`config.mk`:
```
export PLATFORM = sky130hd
export DESIGN_NAME = iolpm_port
export DESIGN_NICKNAME = d
export VERILOG_FILES = /design/src/verilog/iolpm_pkg.sv /design/src/verilog/iolpm_port.sv
export VERILOG_INCLUDE_DIRS = /design/src /design/src/verilog
export SDC_FILE = /design/constraint.sdc
export NUM_CORES = 1
export LEC_CHECK = 0
export ABC_AREA = 1
export BUFFER_PORTS_ARGS = -buffer_cell sky130_fd_sc_hd__clkbuf_2
export CORE_MARGIN = 8
export CORE_UTILIZATION = 40
export CTS_CLUSTER_DIAMETER = 150
export DETAILED_ROUTE_END_ITERATION = 10
export HOLD_SLACK_MARGIN = 0.05
export PLACE_DENSITY = 0.66
export SLEW_MARGIN = 20
export SYNTH_ARGS = -nofsm -noshare
export SYNTH_HDL_FRONTEND = slang
export SYNTH_SLANG_ARGS = --single-unit
```
`constraint.sdc`:
```
create_clock -name clk -period 1.5 [get_ports clk]
set_input_delay 0.3 -clock clk [delete_from_list [all_inputs] [get_ports clk]]
set_output_delay 0.3 -clock clk [all_outputs]
set_load 0.01 [all_outputs]
```
`src/verilog/iolpm_map.svh`:
```
// constants of the io-link port mode and parameter store block
`ifndef IOLPM_MAP_SVH
`define IOLPM_MAP_SVH

// register offsets
`define IOLPM_ADDR_W        4
`define IOLPM_REG_MODE      4'h0
`define IOLPM_REG_STORE     4'h1
`define IOLPM_REG_PDLEN     4'h2
`define IOLPM_REG_IDENT     4'h3
`define IOLPM_REG_STATUS    4'h4
`define IOLPM_REG_PARAM     4'h5

// port mode codes
`define IOLPM_MODE_DI       3'h0
`define IOLPM_MODE_SIO      3'h1
`define IOLPM_MODE_DO       3'h2
`define IOLPM_MODE_OFF      3'h3
`define IOLPM_MODE_COM      3'h4

// parameter storage codes
`define IOLPM_PS_DISABLED   3'h0
`define IOLPM_PS_DOWNLOAD   3'h1
`define IOLPM_PS_UPLOAD     3'h2
`define IOLPM_PS_BOTH       3'h3
`define IOLPM_PS_CLEAR      3'h4

// process data length limits
`define IOLPM_PD_MIN        6'h01
`define IOLPM_PD_MAX        6'h20

// upload request command
`define IOLPM_CMD_INDEX     16'h0002
`define IOLPM_CMD_SUB       8'h00
`define IOLPM_CMD_VALUE     8'h05

// reset values
`define IOLPM_RST_MODE      3'h3
`define IOLPM_RST_PD        6'h01

`endif

```
`src/verilog/iolpm_pkg.sv`:
```
// types of the io-link port mode and parameter store block
`default_nettype none
package iolpm_pkg;
    typedef enum logic [2:0] {
        IOLPM_IDLE     = 3'b000,
        IOLPM_CHECK    = 3'b001,
        IOLPM_UPLOAD   = 3'b010,
        IOLPM_DOWNLOAD = 3'b011,
        IOLPM_RUN      = 3'b100,
        IOLPM_REFUSED  = 3'b101
    } iolpm_state_t;
endpackage : iolpm_pkg
`default_nettype wire

```
`src/verilog/iolpm_port.sv`:
```
// per-port mode control and parameter storage decision for an io-link master
//
// How it works
// RL1 - digital input samples pin, never communicates
// RL2 - sio mode: parameterize at startup, then fall back
// RL3 - com control bit switches sio port into com
// RL4 - input state frozen during sio com episode
// RL5 - digital output drives pin, no communication
// RL6 - inactive mode switches sensor supply off
// RL7 - com mode starts link at device rate
// RL8 - process data length 1 to 32, clamped into range
// RL9 - storage disabled by default, set unchanged
// RL10 - download only when stored set usable
// RL11 - download-only compares, downloads unless locked
// RL12 - upload modes upload when no valid set
// RL13 - upload request command forces overwriting upload
// RL14 - combined mode keeps uploaded set stored
// RL15 - combined mode compares, downloads unless locked
// RL16 - action table selects upload or download
// RL17 - disabled-and-cleared erases the stored set
// RL18 - device raises upload flag after block write
// RL19 - validation refuses devices with wrong identity
// RL20 - storage actions only during a com episode
`timescale 1ns/1ps
`default_nettype none
`include "iolpm_map.svh"

module iolpm_port (
    input  wire logic        clk,
    input  wire logic        rst,
    input  wire logic [3:0]  addr,
    input  wire logic [31:0] wdata,
    input  wire logic        wr,
    input  wire logic        rd,
    output logic      [31:0] rdata,
    input  wire logic        com_ctrl,
    input  wire logic        pin_in,
    input  wire logic        dev_present,
    input  wire logic        link_up,
    input  wire logic [7:0]  dev_rate,
    input  wire logic        dev_data_valid,
    input  wire logic        dev_upload_flag,
    input  wire logic        dev_locked,
    input  wire logic        dev_data_equal,
    input  wire logic [31:0] dev_ident,
    input  wire logic        xfer_done,
    output logic             supply_en,
    output logic             pin_out,
    output logic             pin_oe,
    output logic             link_start,
    output logic      [7:0]  link_rate,
    output logic      [5:0]  pd_len,
    output logic             do_upload,
    output logic             do_download,
    output logic             param_wr,
    output logic      [15:0] param_index,
    output logic      [7:0]  param_sub,
    output logic      [7:0]  param_value,
    output logic             di_state
);

    // ****************************************
    // configuration registers
    // ****************************************
    logic [2:0]  port_mode;
    logic [2:0]  store_mode;
    logic [5:0]  pd_cfg;
    logic [31:0] ident_cfg;
    logic        ident_check;
    logic        do_level;
    logic        store_valid;
    logic        startup_done;
    logic        com_active;
    logic        dev_present_q;
    logic        sync_a;
    logic        sync_b;
    logic        dev_new;
    iolpm_pkg::iolpm_state_t state;
    iolpm_pkg::iolpm_state_t next_state;

    // clamp the requested length into the legal window
    function automatic logic [5:0] fit_len(input logic [5:0] v);
        if (v < `IOLPM_PD_MIN)
            fit_len = `IOLPM_PD_MIN;
        else if (v > `IOLPM_PD_MAX)
            fit_len = `IOLPM_PD_MAX;
        else
            fit_len = v;
    endfunction : fit_len

    // register writes
    always_ff @(posedge clk) begin
        if (rst) begin
            port_mode   <= `IOLPM_RST_MODE;
            store_mode  <= `IOLPM_PS_DISABLED; // RL9
            pd_cfg      <= `IOLPM_RST_PD;
            ident_cfg   <= 32'h00000000;
            ident_check <= 1'b0;
            do_level    <= 1'b0;
        end else if (wr) begin
            case (addr)
                `IOLPM_REG_MODE: begin
                    port_mode <= wdata[2:0];
                    do_level  <= wdata[8];
                end
                `IOLPM_REG_STORE: store_mode <= wdata[2:0];
                `IOLPM_REG_PDLEN: pd_cfg <= fit_len(wdata[5:0]); // RL8
                `IOLPM_REG_IDENT: begin
                    ident_cfg   <= wdata;
                    ident_check <= 1'b1;
                end
                `IOLPM_REG_STATUS: ident_check <= wdata[0];
                default: ;
            endcase
        end
    end

    // pin input synchroniser
    always_ff @(posedge clk) begin
        if (rst) begin
            sync_a <= 1'b0;
            sync_b <= 1'b0;
        end else begin
            sync_a <= pin_in;
            sync_b <= sync_a;
        end
    end

    // ****************************************
    // port mode logic
    // ****************************************

    // com episode: com mode, sio startup, or com request from controller
    always_ff @(posedge clk) begin
        if (rst) begin
            com_active   <= 1'b0;
            startup_done <= 1'b0;
        end else begin
            if (port_mode == `IOLPM_MODE_SIO && state == iolpm_pkg::IOLPM_RUN)
                startup_done <= 1'b1; // RL2
            else if (port_mode != `IOLPM_MODE_SIO)
                startup_done <= 1'b0;
            if (port_mode == `IOLPM_MODE_COM)
                com_active <= 1'b1; // RL7
            else if (port_mode == `IOLPM_MODE_SIO)
                com_active <= com_ctrl || !startup_done; // RL3
            else
                com_active <= 1'b0; // RL1 RL5
        end
    end

    // pin drive, supply and link outputs
    always_ff @(posedge clk) begin
        if (rst) begin
            supply_en  <= 1'b0;
            pin_out    <= 1'b0;
            pin_oe     <= 1'b0;
            link_start <= 1'b0;
            link_rate  <= 8'h00;
            pd_len     <= `IOLPM_RST_PD;
        end else begin
            supply_en  <= port_mode != `IOLPM_MODE_OFF; // RL6
            pin_oe     <= port_mode == `IOLPM_MODE_DO; // RL5
            pin_out    <= port_mode == `IOLPM_MODE_DO && do_level; // RL5
            link_start <= com_active && dev_present_q && state != iolpm_pkg::IOLPM_REFUSED; // RL7
            link_rate  <= dev_rate; // RL7
            pd_len     <= pd_cfg; // RL8
        end
    end

    // digital input image, held while communicating
    always_ff @(posedge clk) begin
        if (rst)
            di_state <= 1'b0;
        else if (!com_active && port_mode != `IOLPM_MODE_DO && port_mode != `IOLPM_MODE_OFF)
            di_state <= sync_b; // RL1 RL4
    end

    // ****************************************
    // parameter storage
    // ****************************************

    always_ff @(posedge clk) begin
        if (rst)
            dev_present_q <= 1'b0;
        else
            dev_present_q <= dev_present;
    end

    assign dev_new = dev_present && !dev_present_q;

    // decision state machine
    always_comb begin
        next_state = state;
        unique case (state)
            iolpm_pkg::IOLPM_IDLE:
                if (dev_new && com_active && link_up) // RL20
                    next_state = (ident_check && dev_ident != ident_cfg) ?
                                 iolpm_pkg::IOLPM_REFUSED : iolpm_pkg::IOLPM_CHECK; // RL19
                else if (dev_new && com_active)
                    next_state = iolpm_pkg::IOLPM_CHECK;
            iolpm_pkg::IOLPM_CHECK:
                if (!dev_present)
                    next_state = iolpm_pkg::IOLPM_IDLE;
                else if (link_up) begin
                    if (ident_check && dev_ident != ident_cfg)
                        next_state = iolpm_pkg::IOLPM_REFUSED; // RL19
                    else if ((store_mode == `IOLPM_PS_UPLOAD || store_mode == `IOLPM_PS_BOTH)
                             && ((!store_valid && dev_data_valid) || (store_valid && dev_upload_flag)))
                        next_state = iolpm_pkg::IOLPM_UPLOAD; // RL12 RL13 RL16
                    else if ((store_mode == `IOLPM_PS_DOWNLOAD || store_mode == `IOLPM_PS_BOTH)
                             && store_valid && !dev_data_equal && !dev_locked)
                        next_state = iolpm_pkg::IOLPM_DOWNLOAD; // RL10 RL11 RL15 RL16
                    else
                        next_state = iolpm_pkg::IOLPM_RUN; // RL9
                end
            iolpm_pkg::IOLPM_UPLOAD,
            iolpm_pkg::IOLPM_DOWNLOAD:
                if (!dev_present)
                    next_state = iolpm_pkg::IOLPM_IDLE;
                else if (xfer_done)
                    next_state = iolpm_pkg::IOLPM_RUN;
            iolpm_pkg::IOLPM_RUN,
            iolpm_pkg::IOLPM_REFUSED:
                if (!dev_present || !com_active)
                    next_state = iolpm_pkg::IOLPM_IDLE;
            default: next_state = iolpm_pkg::IOLPM_IDLE;
        endcase
    end

    always_ff @(posedge clk) begin
        if (rst)
            state <= iolpm_pkg::IOLPM_IDLE;
        else
            state <= next_state;
    end

    // transfer strobes
    always_ff @(posedge clk) begin
        if (rst) begin
            do_upload   <= 1'b0;
            do_download <= 1'b0;
        end else begin
            do_upload   <= next_state == iolpm_pkg::IOLPM_UPLOAD && state == iolpm_pkg::IOLPM_CHECK;
            do_download <= next_state == iolpm_pkg::IOLPM_DOWNLOAD && state == iolpm_pkg::IOLPM_CHECK;
        end
    end

    // stored set validity: set by finished upload, erased by clear mode
    always_ff @(posedge clk) begin
        if (rst)
            store_valid <= 1'b0;
        else if (state == iolpm_pkg::IOLPM_UPLOAD && xfer_done && dev_present)
            store_valid <= 1'b1; // RL13 RL14
        else if (store_mode == `IOLPM_PS_CLEAR)
            store_valid <= 1'b0; // RL17
    end

    // upload request command sent to the device on a write
    always_ff @(posedge clk) begin
        if (rst) begin
            param_wr    <= 1'b0;
            param_index <= 16'h0000;
            param_sub   <= 8'h00;
            param_value <= 8'h00;
        end else begin
            param_wr    <= wr && addr == `IOLPM_REG_PARAM && com_active; // RL13
            param_index <= `IOLPM_CMD_INDEX;
            param_sub   <= `IOLPM_CMD_SUB;
            param_value <= `IOLPM_CMD_VALUE;
        end
    end

    // register reads, data one cycle after strobe
    always_ff @(posedge clk) begin
        if (rst)
            rdata <= 32'h00000000;
        else if (rd) begin
            case (addr)
                `IOLPM_REG_MODE:   rdata <= {23'h000000, do_level, 5'h00, port_mode};
                `IOLPM_REG_STORE:  rdata <= {29'h00000000, store_mode};
                `IOLPM_REG_PDLEN:  rdata <= {26'h0000000, pd_cfg};
                `IOLPM_REG_IDENT:  rdata <= ident_cfg;
                `IOLPM_REG_STATUS: rdata <= {24'h000000, store_valid, state, com_active,
                                             di_state, supply_en, ident_check};
                default:           rdata <= 32'h00000000;
            endcase
        end else
            rdata <= 32'h00000000;
    end

    // ****************************************
    // checks
    // ****************************************

    AST_DI_NO_LINK: assert property (@(posedge clk) disable iff (rst) // RL1
        port_mode == `IOLPM_MODE_DI && $past(port_mode) == `IOLPM_MODE_DI |=> !link_start)
        else $error("link started in digital input mode");

    AST_SIO_COM_REQ: assert property (@(posedge clk) disable iff (rst) // RL3
        port_mode == `IOLPM_MODE_SIO && com_ctrl |=> com_active)
        else $error("com request ignored in sio mode");

    AST_DI_FROZEN: assert property (@(posedge clk) disable iff (rst) // RL4
        com_active |=> $stable(di_state))
        else $error("input image changed during com episode");

    AST_DO_DRIVE: assert property (@(posedge clk) disable iff (rst) // RL5
        port_mode == `IOLPM_MODE_DO |=> pin_oe && !com_active)
        else $error("output mode not driving pin");

    AST_OFF_SUPPLY: assert property (@(posedge clk) disable iff (rst) // RL6
        port_mode == `IOLPM_MODE_OFF |=> !supply_en)
        else $error("supply on in inactive mode");

    AST_PD_RANGE: assert property (@(posedge clk) disable iff (rst) // RL8
        pd_len >= `IOLPM_PD_MIN && pd_len <= `IOLPM_PD_MAX)
        else $error("process data length out of range");

    AST_NO_XFER_DISABLED: assert property (@(posedge clk) disable iff (rst) // RL9
        store_mode == `IOLPM_PS_DISABLED && $past(store_mode) == `IOLPM_PS_DISABLED |-> !do_upload && !do_download)
        else $error("transfer while storage disabled");

    AST_DL_LOCKED: assert property (@(posedge clk) disable iff (rst) // RL11
        state == iolpm_pkg::IOLPM_CHECK && link_up && dev_locked |=> state != iolpm_pkg::IOLPM_DOWNLOAD)
        else $error("download to locked device");

    AST_CLEAR: assert property (@(posedge clk) disable iff (rst) // RL17
        store_mode == `IOLPM_PS_CLEAR && state != iolpm_pkg::IOLPM_UPLOAD |=> !store_valid)
        else $error("stored set survived clear");

    AST_COM_ONLY: assert property (@(posedge clk) disable iff (rst) // RL20
        state == iolpm_pkg::IOLPM_IDLE && !com_active |=> state == iolpm_pkg::IOLPM_IDLE)
        else $error("storage action outside com mode");

    AST_SIO_FALLBACK: assert property (@(posedge clk) disable iff (rst) // RL2
        port_mode == `IOLPM_MODE_SIO && startup_done && !com_ctrl |=> !com_active)
        else $error("sio port did not fall back to input");

    AST_SUPPLY_ON: assert property (@(posedge clk) disable iff (rst) // RL6
        port_mode != `IOLPM_MODE_OFF |=> supply_en)
        else $error("supply off in an active mode");

    AST_COM_LINK: assert property (@(posedge clk) disable iff (rst) // RL7
        com_active && dev_present_q && state != iolpm_pkg::IOLPM_REFUSED |=> link_start)
        else $error("link not started in com episode");

    AST_LINK_RATE: assert property (@(posedge clk) disable iff (rst) // RL7
        !$past(rst) |-> link_rate == $past(dev_rate))
        else $error("link rate does not follow device rate");

    AST_PD_FOLLOW: assert property (@(posedge clk) disable iff (rst) // RL8
        !$past(rst) |-> pd_len == $past(pd_cfg))
        else $error("process data length not applied");

    AST_SET_KEPT: assert property (@(posedge clk) disable iff (rst) // RL9
        store_mode == `IOLPM_PS_DISABLED && state != iolpm_pkg::IOLPM_UPLOAD |=> $stable(store_valid))
        else $error("stored set changed while disabled");

    AST_DL_NEEDS_SET: assert property (@(posedge clk) disable iff (rst) // RL10
        do_download |-> store_valid)
        else $error("download without a stored set");

    AST_UPREQ_CMD: assert property (@(posedge clk) disable iff (rst) // RL13
        wr && addr == `IOLPM_REG_PARAM && com_active |=> param_wr && param_index == `IOLPM_CMD_INDEX
            && param_sub == `IOLPM_CMD_SUB && param_value == `IOLPM_CMD_VALUE)
        else $error("upload request command not sent");

    AST_UPLOAD_KEEP: assert property (@(posedge clk) disable iff (rst) // RL14
        state == iolpm_pkg::IOLPM_UPLOAD && xfer_done && dev_present |=> store_valid)
        else $error("uploaded set not kept");

    AST_REFUSE: assert property (@(posedge clk) disable iff (rst) // RL19
        state == iolpm_pkg::IOLPM_CHECK && dev_present && link_up && ident_check && dev_ident != ident_cfg
        |=> state == iolpm_pkg::IOLPM_REFUSED)
        else $error("device with wrong identity not refused");

endmodule : iolpm_port
`default_nettype wire

```
==> results of run 1 <==
worst max-delay path: stages, from the launching register on:
cell and delay, ns:
sky130_fd_sc_hd__dfxtp_2 0.35, sky130_fd_sc_hd__xnor2_2 0.11, sky130_fd_sc_hd__nand2_1 0.08, sky130_fd_sc_hd__nor2_1 0.09, sky130_fd_sc_hd__nand2_1 0.08, sky130_fd_sc_hd__nor2_2 0.14
sky130_fd_sc_hd__nand2_2 0.09, sky130_fd_sc_hd__nand2_2 0.08, sky130_fd_sc_hd__nand2_2 0.06, sky130_fd_sc_hd__nand2_1 0.06, sky130_fd_sc_hd__nand2_1 0.06, sky130_fd_sc_hd__nand2_1 0.07
sky130_fd_sc_hd__nand2_1 0.06, sky130_fd_sc_hd__nor2_1 0.10
cells in the mapped netlist, types with 2 or more instances:
cell type / instances / area (um2)
sky130_fd_sc_hd__dfxtp_1: 110 / 2200
sky130_fd_sc_hd__nand2_1: 77 / 289
sky130_fd_sc_hd__inv_1: 74 / 278
sky130_fd_sc_hd__nor2_1: 57 / 214
sky130_fd_sc_hd__a21oi_1: 33 / 165
sky130_fd_sc_hd__buf_4: 31 / 233
sky130_fd_sc_hd__xnor2_1: 23 / 201
sky130_fd_sc_hd__nor3_2: 22 / 220
sky130_fd_sc_hd__a21oi_2: 20 / 175
sky130_fd_sc_hd__o21ai_2: 18 / 158
sky130_fd_sc_hd__o21ai_1: 16 / 80.1
sky130_fd_sc_hd__inv_2: 14 / 52.6
sky130_fd_sc_hd__nand3_1: 13 / 65.1
sky130_fd_sc_hd__nor3_1: 11 / 55.1
sky130_fd_sc_hd__o21ai_0: 11 / 55.1
sky130_fd_sc_hd__buf_6: 9 / 101
sky130_fd_sc_hd__o22ai_1: 8 / 50.1
sky130_fd_sc_hd__buf_2: 6 / 30.0
sky130_fd_sc_hd__clkbuf_1: 4 / 15.0
sky130_fd_sc_hd__a311oi_1: 3 / 26.3
sky130_fd_sc_hd__a32o_1: 3 / 30.0
sky130_fd_sc_hd__buf_1: 2 / 7.51
sky130_fd_sc_hd__nand2_2: 2 / 12.5
sky130_fd_sc_hd__nor2_2: 2 / 12.5
sky130_fd_sc_hd__nor2_4: 2 / 22.5
power by group:
| part | internal [mW] | switching [mW] | leakage [nW] | total (mW) |
|---|---|---|---|---|
| registers | 2.97 | 0.0270 | 0.895 | 2.99 |
| clock network | 1.35 | 1.04 | 0.151 | 2.39 |
| logic | 0.239 | 0.347 | 1.67 | 0.586 |
repair_timing:
action | in CTS | in global routing
pin swaps | 13 | 9
hold buffers | 0 | 0
resized for setup | 11 | 10
endpoints found under the setup margin | 5 | 5
setup buffers | 0 | 2
state kept, by name, indices dropped and copies added (netlist names), 3 cells and up:
name and flops:
pd_len 6, port_mode 3, link_rate 8, store_mode 3, rdata 32, ident_cfg 32, pd_cfg 6, state 3
final timing paths:
| check | start | to | slack [ns] | cells after the start |
|---|---|---|---|---|
| hold / removal | pin_in | sync_a | 0.14 | 3 |
| hold reg to reg | sync_a | sync_b | 0.40 | 2 |
| setup reg to reg | ident_cfg[25] | do_upload | -0.0008 | 13 |
| setup / recovery | ident_cfg[25] | do_upload | -0.0008 | 13 |
logic make-up after synthesis:
family	count (synthesis)	share of synthesized area (%)
xor+xnor	23	4.15
other cells	1	0.0773
compound gates	117	16.2
flops	110	45.4
buf+inv	141	14.9
simple gates	191	19.3
metal layers:
layer  GRT usage [%]  up-vias
met4            3.96        0
met5               0        -
met1            18.4     1906
met3            6.58       13
met2            29.1      161
li1                -     2113
final cells by class:
type | count | area, um2
fill | 1154 | 5810
multi-input combinational | 360 | 2090
clock inverter | 2 | 12.5
tap | 147 | 184
timing repair buffer | 174 | 968
inverter | 89 | 334
sequential | 110 | 2210
clock buffer | 14 | 294
stage by stage:
stage | utilization [%] | setup TNS (ns) | cell area, um2 | worst slack [ns]
6_report | 51.2 | -0.000832 | 6100 | -0.000832
5_1_grt | 51.2 | -0.505 | 6100 | -0.160
4_1_cts | 50.8 | -0.0172 | 6050 | -0.0172
3_5_place_dp | 47.9 | -0.687 | 5700 | -0.172
3_3_place_gp | 47.9 | -0.550 | 5700 | -0.143
2_1_floorplan | - | 0 | 4950 | 0.180
layout by cell type (no fill, tap or decap), types with 2 or more instances in the layout:
cell | netlist | routed
sky130_fd_sc_hd__nand2_2 | 2 | 4
sky130_fd_sc_hd__nand2_1 | 77 | 75
sky130_fd_sc_hd__clkbuf_2 | 0 | 145
sky130_fd_sc_hd__xnor2_1 | 23 | 18
sky130_fd_sc_hd__nor3_1 | 11 | 11
sky130_fd_sc_hd__inv_1 | 74 | 73
sky130_fd_sc_hd__o21ai_2 | 18 | 18
sky130_fd_sc_hd__a32o_1 | 3 | 3
sky130_fd_sc_hd__dfxtp_2 | 0 | 6
sky130_fd_sc_hd__conb_1 | 1 | 29
sky130_fd_sc_hd__nor3_2 | 22 | 22
sky130_fd_sc_hd__xnor2_2 | 0 | 4
sky130_fd_sc_hd__buf_4 | 31 | 27
sky130_fd_sc_hd__dfxtp_1 | 110 | 103
sky130_fd_sc_hd__a311oi_1 | 3 | 3
sky130_fd_sc_hd__clkbuf_8 | 0 | 5
sky130_fd_sc_hd__nor2_4 | 2 | 2
sky130_fd_sc_hd__o22ai_1 | 8 | 8
sky130_fd_sc_hd__buf_12 | 0 | 2
sky130_fd_sc_hd__inv_2 | 14 | 15
sky130_fd_sc_hd__o21ai_0 | 11 | 10
sky130_fd_sc_hd__o21ai_1 | 16 | 17
sky130_fd_sc_hd__a21oi_2 | 20 | 20
sky130_fd_sc_hd__nor2_1 | 57 | 54
sky130_fd_sc_hd__nand3_1 | 13 | 13
sky130_fd_sc_hd__clkbuf_16 | 0 | 9
sky130_fd_sc_hd__nor2_2 | 2 | 5
sky130_fd_sc_hd__a21oi_1 | 33 | 33
==> impl_results.rst, run 1 <==
.. list-table::
   :header-rows: 1

   * - Metric
     - Value
   * - Pwr per Cell Area
     - 979 nW/um2
   * - Maximum number of pins on one net before global-route repair
     - 40
   * - Synthesis Warnings
     - 0
   * - Antenna violations before repair
     - 0
   * - Result of the run
     - finished with violations
   * - Post-synthesis cell count
     - 583
   * - Clk sink count
     - 110
   * - Antenna cell count
     - 0
   * - Leakage Power
     - 2.71 nW
   * - Netlist cell types
     - 37
   * - Worst-path maximum fanout
     - 2
   * - Kind of capture point of the worst setup path
     - register
   * - Vert. Die Dim
     - 126 um
   * - Initial core utilization
     - 40.7%
   * - Ratio of cells with drive above 1 in the final layout
     - 38.9%
   * - DR vias
     - 4193
   * - Mapped Avg Cell Area
     - 8.32 um2
   * - Nature of the critical path startpoint
     - register
   * - Post-Route Skew
     - 0.00470 ns
   * - TritonCTS clock tree
     - yes
   * - Final WS setup
     - -0.000832 ns
   * - Share of flip-flops with an asynchronous set or reset
     - 0%
   * - Number of I/O port buffers
     - 145
   * - Clock slew seen by the registers of the worst setup and hold paths
     - 0.07 ns
   * - Peak supply drop
     - 673 uV
   * - Max Slew Vio Count
     - 0
   * - Setup-failing EPs final
     - 1
   * - First-pass GRT wire length
     - 21400 um
   * - Class of the worst hold path
     - in2reg
   * - Post-layout power
     - 5.97 mW
   * - Failing checks
     - setup timing
   * - Flip-flop and latch count after synthesis
     - 110
   * - Classification of the worst setup path
     - reg2reg
   * - Die area
     - 15900 um2
   * - I/O pin count
     - 175
   * - Setup repair after global routing missed its margin
     - true
   * - Area growth from synthesis to layout
     - 25.8%
   * - Detailed Route Iter0 Violations
     - 200
   * - Amount of wire on met3 after detailed routing
     - 1150 um
   * - Met2 layer wire length in the routed design
     - 6330 um
   * - Detailed-routing wirelength on met1
     - 5440 um
   * - Worst Hold Slack
     - 0.137 ns
   * - Clock Latency Late Sink
     - 0.34 ns
   * - Number of buffers between clock root and the deepest sink
     - 2
   * - Number of levels in the clock H-tree
     - 3
   * - Die W
     - 126 um
   * - Post-synth top flop
     - sky130_fd_sc_hd__dfxtp_1
   * - First drt pass iteration count
     - 4
   * - Nets@finish
     - 833
   * - Netlist area before placement
     - 4850 um2
   * - Sequential area share after synthesis
     - 45.4%
   * - Max Cap Viol
     - 0
   * - Number of global-route vias before repair
     - 4434
   * - Remaining DRCs
     - 0
   * - Count of placed standard cells in the final layout, fillers left out
     - 896
   * - Minimum clock period after layout
     - 1.50 ns
   * - Highest clock frequency the design can meet
     - 666 MHz
   * - Number of nets still failing antenna checks after routing
     - 0
   * - CTS buffer count
     - 9
   * - Final critical-path share of the clock period
     - 100%
   * - Cell Count Post-Placement
     - 878
   * - GP Congestion
     - 0.853
   * - Number of hold violations in the final report
     - 0
   * - Placeable core region
     - 11900 um2
   * - Estimated wirelength of the detail-placed design
     - 10300 um
   * - Routed length per instance
     - 14.6 um
   * - Worst EP arrival
     - 1.78 ns
   * - Overall routing resource usage
     - 16.6%
   * - Number of rows in the core area
     - 40
   * - Buffer type at the clock tree root
     - sky130_fd_sc_hd__clkbuf_16
   * - Uppermost metal layer occupied by signal nets
     - met4
   * - Number of synthesized flops with an enable pin
     - 0
   * - WP data required
     - 1.78 ns
   * - Vias per cell
     - 4.68
   * - GRT overflow
     - 0
   * - Post-Route WL
     - 13100 um
Power figures use the tool's default switching activity.
==> run 2, diff against run 1 <==
Settings changed: BUFFER_PORTS_ARGS -buffer_cell sky130_fd_sc_hd__clkbuf_2 to not set, DONT_BUFFER_PORTS set to 1, PLACE_DENSITY 0.66 to 0.53.
Clock period 1.5 ns to 1.4 ns, I/O delays scaled along.
==> impl_results.rst, run 2 (synthesis results as in run 1) <==
.. list-table::
   :header-rows: 1

   * - Metric
     - Value
   * - Result of the run
     - finished with violations
   * - Failing checks
     - setup timing
   * - Startpoint of the lowest-slack register-to-register path
     - ident_cfg[18]
   * - Post-Route WL
     - 12900 um
   * - Library cell contributing the largest single delay on the critical path
     - sky130_fd_sc_hd__dfxtp_2
   * - Nets@finish
     - 705
   * - Cell repeated most along the worst path
     - sky130_fd_sc_hd__nand2_2
   * - Peak supply drop
     - 628 uV
   * - CTS buffer count
     - 9
   * - Leading cell type in the layout, fill and taps excluded
     - sky130_fd_sc_hd__dfxtp_1
   * - R2r setup slk
     - -0.15 ns
   * - Class of the worst hold path
     - in2reg
   * - First drt pass iteration count
     - 4
   * - Kind of capture point of the worst setup path
     - register
   * - Buffer type at the clock tree root
     - sky130_fd_sc_hd__clkbuf_16
   * - Leading cell types in the layout, fill and taps excluded
     - sky130_fd_sc_hd__dfxtp_1 (103), sky130_fd_sc_hd__inv_1 (73), sky130_fd_sc_hd__nand2_1 (69), sky130_fd_sc_hd__nor2_1 (55), sky130_fd_sc_hd__a21oi_1 (32)
   * - Classification of the worst setup path
     - reg2reg
   * - Worst-path maximum fanout
     - 2
   * - GP Congestion
     - 0.866
   * - First-pass GRT wire length
     - 20000 um
   * - Vert. Die Dim
     - 126 um
   * - Number of nets still failing antenna checks after routing
     - 0
   * - Endpoint of the worst hold-timing path
     - ident_cfg[3]
   * - Setup repair after global routing missed its margin
     - true
   * - Vias per cell
     - 4.81
   * - Final WS setup
     - -0.150 ns
   * - Area taken by multi-input logic gates
     - 2070 um2
   * - Highest clock frequency the design can meet
     - 645 MHz
   * - Number of levels in the clock H-tree
     - 3
   * - Seq. cell area
     - 2210 um2
   * - Minimum clock period after layout
     - 1.55 ns
   * - Area growth from synthesis to layout
     - 13.6%
   * - Estimated wirelength of the detail-placed design
     - 9710 um
   * - Placeable core region
     - 11900 um2
   * - Post-placement setup slack
     - -0.262 ns
   * - Number of buffers between clock root and the deepest sink
     - 2
   * - Number of hold violations in the final report
     - 0
   * - Cells along the critical path
     - inv_2, nand2_2, nand2_2, nand2_1, nor2_1, nand2_1, nor2_2, nand2_2, nand2_2, nand2_2, nand2_2, nand2_2, nand2_1, nand2_1, nor2_1
   * - Die W
     - 126 um
   * - Terminus of the critical flop-to-flop path
     - do_download
   * - Initial core utilization
     - 40.7%
   * - Remaining DRCs
     - 0
   * - Routed length per instance
     - 16.8 um
   * - Nature of the critical path startpoint
     - register
   * - Hold path depth
     - 2
   * - Clock Latency Late Sink
     - 0.35 ns
   * - Antenna cell count
     - 0
   * - Clk sink count
     - 110
   * - GRT overflow
     - 0
   * - Final critical-path share of the clock period
     - 111%
   * - Post-Route Skew
     - 0.0102 ns
   * - Setup Fix Bufs, Post-CTS
     - 0
   * - TritonCTS clock tree
     - yes
   * - Die area
     - 15900 um2
   * - Detailed Route Iter0 Violations
     - 245
   * - Number of rows in the core area
     - 40
   * - Register-to-Register Path Depth
     - 15
   * - Final core occ
     - 46.2%
   * - Post-layout power
     - 6.13 mW
   * - Number of I/O port buffers
     - 0
   * - Number of global-route vias before repair
     - 3719
   * - Count of placed standard cells in the final layout, fillers left out
     - 768
   * - Ratio of cells with drive above 1 in the final layout
     - 24.5%
   * - Largest registers in the final layout
     - ident_cfg: 32 flops, rdata: 32 flops, link_rate: 8 flops
   * - Max Slew Vio Count
     - 0
   * - Worst EP arrival
     - 1.84 ns
   * - Pwr per Cell Area
     - 1110 nW/um2
   * - I/O pin count
     - 175
   * - Maximum number of pins on one net before global-route repair
     - 32
   * - Leakage Power
     - 2.14 nW
   * - DR vias
     - 3697
   * - Setup-failing EPs final
     - 5
   * - CP max stage delay
     - 0.33 ns
   * - Antenna violations before repair
     - 0
   * - Cell Count Post-Placement
     - 740
   * - Max Cap Viol
     - 0
   * - Beginning of the worst hold path
     - wdata[3]
   * - WP data required
     - 1.69 ns
   * - Clock slew seen by the registers of the worst setup and hold paths
     - 0.07 ns
   * - Count of filler cells inserted in the layout
     - 1180
   * - Overall routing resource usage
     - 16.2%
-- run 2: how the worst max path moves through the flow --
| stage | start | end | slack (ns) | cells after the start |
|---|---|---|---|---|
| global placement | ident_cfg[8] | do_upload | -0.22 | 11 |
| detailed placement | ident_cfg[8] | do_upload | -0.26 | 13 |
| global route | ident_cfg[25] | do_download | -0.31 | 11 |
| floorplan | addr[3] | ident_cfg[0] | 0.1 | 7 |
| CTS | ident_cfg[16] | do_download | -0.14 | 13 |
| finish | ident_cfg[18] | do_download | -0.15 | 15 |
-- run 2: where the power goes --
part           switching [mW]  leakage (nW)  total, mW  internal [mW]
Sequential             0.0423         0.895       3.22           3.18
Clock                    1.15         0.133       2.46           1.31
Combinational           0.271          1.11      0.448          0.177
-- run 2: through the flow --
| stage | hold WS (ns) | cell area, um2 | TNS [ns] |
|---|---|---|---|
| 4_1_cts | 0.0688 | 5480 | -0.449 |
| 3_5_place_dp | 0.359 | 5040 | -1.06 |
| 3_3_place_gp | 0.355 | 5040 | -0.946 |
| 2_1_floorplan | 0.387 | 4950 | 0 |
| 5_1_grt | 0.0700 | 5510 | -1.25 |
| 6_report | 0.0853 | 5510 | -0.469 |
-- run 2: cell type report --
cell class              count  area share, %
flip-flops and latches    110           40.1
multi-input cells         360           37.7
repair buffers             46           7.68
inverters                  89           6.07
clock buffers              14           4.79
well taps                 147           3.34
clock inverters             2          0.295
-- run 2: routing by layer --
layer  track usage (%)  vias to the layer above  share of wire [%]
li1                  -                     1855                  -
met4              5.31                        0                1.6
met5                 0                        -                  0
met3              6.46                       20                8.1
met2              26.6                      124                 48
met1              18.9                     1698                 42
-- run 2: what timing repair did --
action,CTS,global route
resized for setup,13,8
hold buffers,12,0
pin swaps,10,15
endpoints found under the setup margin,5,5
gates cloned,0,0
hold endpoints to repair,31,0
-- run 2: worst max-delay path: cells and delay by family (launching register included) --
family	cells	cell delay, ns
flops	1	0.33
simple gates	14	1.10
buf+inv	1	0.06
==> run 3, diff against run 2 <==
Settings changed: ABC_AREA 1 to 0, PLACE_DENSITY 0.53 to not set, PLACE_DENSITY_LB_ADDON set to 0.12.
==> impl_results.rst, run 3 <==
.. list-table::
   :header-rows: 1

   * - Metric
     - Value
   * - Vert. Die Dim
     - 121 um
   * - Netlist area before placement
     - 4420 um2
   * - Top cells by area in the synthesized netlist
     - sky130_fd_sc_hd__dfxtp_1 (50%), sky130_fd_sc_hd__nand2_1 (7.2%), sky130_fd_sc_hd__a21oi_1 (6.0%)
   * - Worst-path maximum fanout
     - 3
   * - GRT overflow
     - 0
   * - Ratio of cells with drive above 1 in the final layout
     - 17.9%
   * - Cell area after placement
     - 4750 um2
   * - Die W
     - 121 um
   * - Top cells by instance count after synthesis
     - sky130_fd_sc_hd__dfxtp_1 (110), sky130_fd_sc_hd__nand2_1 (85), sky130_fd_sc_hd__a21oi_1 (53), sky130_fd_sc_hd__buf_4 (34), sky130_fd_sc_hd__and2_1 (26)
   * - Met2 track utilization from global routing
     - 27.3%
   * - Endpoint of the worst hold-timing path
     - do_level
   * - Maximum number of pins on one net before global-route repair
     - 50
   * - Number of levels in the clock H-tree
     - 3
   * - Pwr per Cell Area
     - 1000 nW/um2
   * - Failing checks
     - setup timing
   * - Number of nets still failing antenna checks after routing
     - 0
   * - Number of global-route vias before repair
     - 3600
   * - Switching Power
     - 1.31 mW
   * - Grt met1 use
     - 21.2%
   * - Detailed Route Iter0 Violations
     - 346
   * - Number of I/O port buffers
     - 0
   * - R2r setup slk
     - -0.16 ns
   * - Share of power burned in registers
     - 56.5%
   * - Antenna violations before repair
     - 0
   * - Nets@finish
     - 659
   * - Vias per cell
     - 4.95
   * - Worst EP arrival
     - 1.83 ns
   * - Minimum clock period after layout
     - 1.56 ns
   * - Leading cell types in the layout, fill and taps excluded
     - sky130_fd_sc_hd__dfxtp_1 (97), sky130_fd_sc_hd__nand2_1 (85), sky130_fd_sc_hd__dlygate4sd3_1 (55), sky130_fd_sc_hd__a21oi_1 (53), sky130_fd_sc_hd__buf_4 (43)
   * - WP data required
     - 1.67 ns
   * - Number of synthesized flops with an enable pin
     - 0
   * - Seq. cell area
     - 2220 um2
   * - CTS buffer count
     - 9
   * - Sequential area share after synthesis
     - 49.8%
   * - Remaining DRCs
     - 0
   * - Area growth from synthesis to layout
     - 28.1%
   * - Flip-flop and latch count after synthesis
     - 110
   * - Most common cell in the netlist
     - sky130_fd_sc_hd__dfxtp_1
   * - I/O pin count
     - 175
   * - Beginning of the worst hold path
     - wdata[8]
   * - Buffer type at the clock tree root
     - sky130_fd_sc_hd__clkbuf_8
   * - Switching Fraction
     - 23.2%
   * - Estimated wirelength of the detail-placed design
     - 9130 um
   * - Result of the run
     - finished with violations
   * - Post-synthesis cell count
     - 481
   * - Final WS setup
     - -0.162 ns
   * - Setup-failing EPs final
     - 5
   * - Synthesis Warnings
     - 0
   * - Max Slew Vio Count
     - 0
   * - Hold path depth
     - 2
   * - TritonCTS clock tree
     - yes
   * - Final Instance Area
     - 5670 um2
   * - Post-Route Skew
     - 0.0139 ns
   * - Post-synth top flop
     - sky130_fd_sc_hd__dfxtp_1
   * - Worst setup path start
     - ident_cfg[19]
   * - Most congested layer reported by global routing
     - met2
   * - First drt pass iteration count
     - 6
   * - Overall routing resource usage
     - 17.5%
   * - Class of the worst hold path
     - in2reg
   * - Share of flip-flops with an asynchronous set or reset
     - 0%
   * - Clock Latency Late Sink
     - 0.38 ns
   * - Area taken by multi-input logic gates
     - 2100 um2
   * - Classification of the worst setup path
     - reg2reg
   * - Total internal power
     - 4.36 mW
   * - DR vias
     - 3536
   * - GP Congestion
     - 0.746
   * - Kind of capture point of the worst setup path
     - register
   * - Post-Route WL
     - 13100 um
   * - Netlist cell types
     - 49
   * - Global-route met3 utilization
     - 6.98%
   * - Final critical-path share of the clock period
     - 112%
   * - Largest registers in the final layout
     - ident_cfg: 32 flops, rdata: 32 flops, link_rate: 8 flops
   * - Initial core utilization
     - 40.8%
   * - Leakage Power
     - 2.22 nW
   * - Number of hold violations in the final report
     - 0
   * - Number of buffers between clock root and the deepest sink
     - 2
   * - Highest clock frequency the design can meet
     - 640 MHz
   * - Setup repair after global routing missed its margin
     - true
   * - Max Cap Viol
     - 0
   * - Cell type contributing the most total cell area after synthesis
     - sky130_fd_sc_hd__dfxtp_1
   * - Placeable core region
     - 10800 um2
   * - Clk sink count
     - 110
   * - Share of Yosys cell area claimed by the top area cell type
     - 49.8%
   * - Clock slew seen by the registers of the worst setup and hold paths
     - 0.11 ns
   * - Mapped Avg Cell Area
     - 9.20 um2
   * - Terminus of the critical flop-to-flop path
     - state[2]
   * - Peak supply drop
     - 509 uV
   * - Antenna cell count
     - 0
   * - Clock network power share
     - 36.4%
   * - Register-to-Register Path Depth
     - 6
   * - Die area
     - 14700 um2
   * - Nature of the critical path startpoint
     - register
   * - Leading cell type in the layout, fill and taps excluded
     - sky130_fd_sc_hd__dfxtp_1
   * - Number of rows in the core area
     - 38
   * - Part of the power in combinational logic
     - 7.1%
   * - Startpoint of the lowest-slack register-to-register path
     - ident_cfg[19]
   * - Setup tns final
     - -0.711 ns
   * - Count of filler cells inserted in the layout
     - 1010
   * - First-pass GRT wire length
     - 19700 um
   * - Routed length per instance
     - 18.3 um
-- run 3: cell count changes in the layout (fill, tap and decap cells not counted), sizes merged, moves of 7 or more --
cell,change
o21ai,-41
buf,+11
o22ai,-9
and2,+26
nand4,+7
nor2b,+21
nor3,-30
nor2,-46
nor3b,+7
xor2,+8
inv,-81
dlygate4sd3,+44
-- run 3: how the worst max path moves through the flow --
| stage | end | cells after the start |
|---|---|---|
| floorplan | state[1] | 4 |
| global placement | do_download | 5 |
| detailed placement | do_download | 5 |
| CTS | state[0] | 5 |
| global route | state[0] | 5 |
| finish | state[2] | 6 |
-- run 3: area by class of cell --
cell class	count	area share, %
flip-flops and latches	110	39.2
multi-input cells	342	37.0
repair buffers	101	16.5
well taps	140	3.09
clock buffers	12	2.91
clock inverters	4	0.905
inverters	6	0.397
-- run 3: worst max-delay path, stage by stage (launching register included) --
cell and delay, ns:
sky130_fd_sc_hd__dfxtp_2 0.35, sky130_fd_sc_hd__xnor2_2 0.15, sky130_fd_sc_hd__nand4_1 0.16, sky130_fd_sc_hd__nor4_4 0.33
sky130_fd_sc_hd__a41o_1 0.27, sky130_fd_sc_hd__buf_4 0.13, sky130_fd_sc_hd__o31ai_2 0.05
-- run 3: metrics by stage --
| step | hold slack (ns) | power (mW) | setup WS [ns] | util [%] | instances |
|---|---|---|---|---|---|
| finish | 0.0692 | 5.67 | -0.162 | 52.3 | 715 |
| global route | 0.0566 | 5.89 | -0.255 | 52.3 | 715 |
| CTS | 0.0506 | 5.70 | -0.175 | 51.8 | 713 |
| detailed placement | 0.363 | 3.51 | -0.293 | 43.8 | 640 |
| global placement | 0.359 | 3.51 | -0.231 | 43.8 | 640 |
| floorplan | 0.407 | 3.54 | -0.00291 | - | 509 |
-- run 3: power by group through the flow --
stage | logic [mW] | clock network [mW] | registers [mW]
5_1_grt | 0.440 | 2.24 | 3.21
6_report | 0.404 | 2.07 | 3.20
2_1_floorplan | 0.273 | 0 | 3.27
3_3_place_gp | 0.239 | 0 | 3.27
3_5_place_dp | 0.239 | 0 | 3.27
4_1_cts | 0.395 | 2.10 | 3.20
-- run 3: what timing repair did --
item	4_1_cts	5_1_grt
hold buffers	56	0
buffers inserted	1	2
endpoints found under the setup margin	5	9
pin swaps	13	13
hold endpoints to repair	71	0
resized for setup	15	9
-- run 3: routing by layer --
metal / part of all wire, % / vias to the layer above
met4: 1.5 / 0
met5: 0 / -
li1: - / 1739
met1: 41 / 1642
met3: 9.9 / 12
met2: 47 / 143
-- run 3: logic make-up after synthesis --
group                  Yosys count  share of synthesized area, %
multiplexers                     2                         0.453
AND/OR/NAND/NOR                197                          23.8
XOR/XNOR                        32                          6.33
AO/OA/AOI/OAI                   82                          11.6
other                            1                        0.0848
buffers and inverters           57                          7.89
flip-flops                     110                          49.8
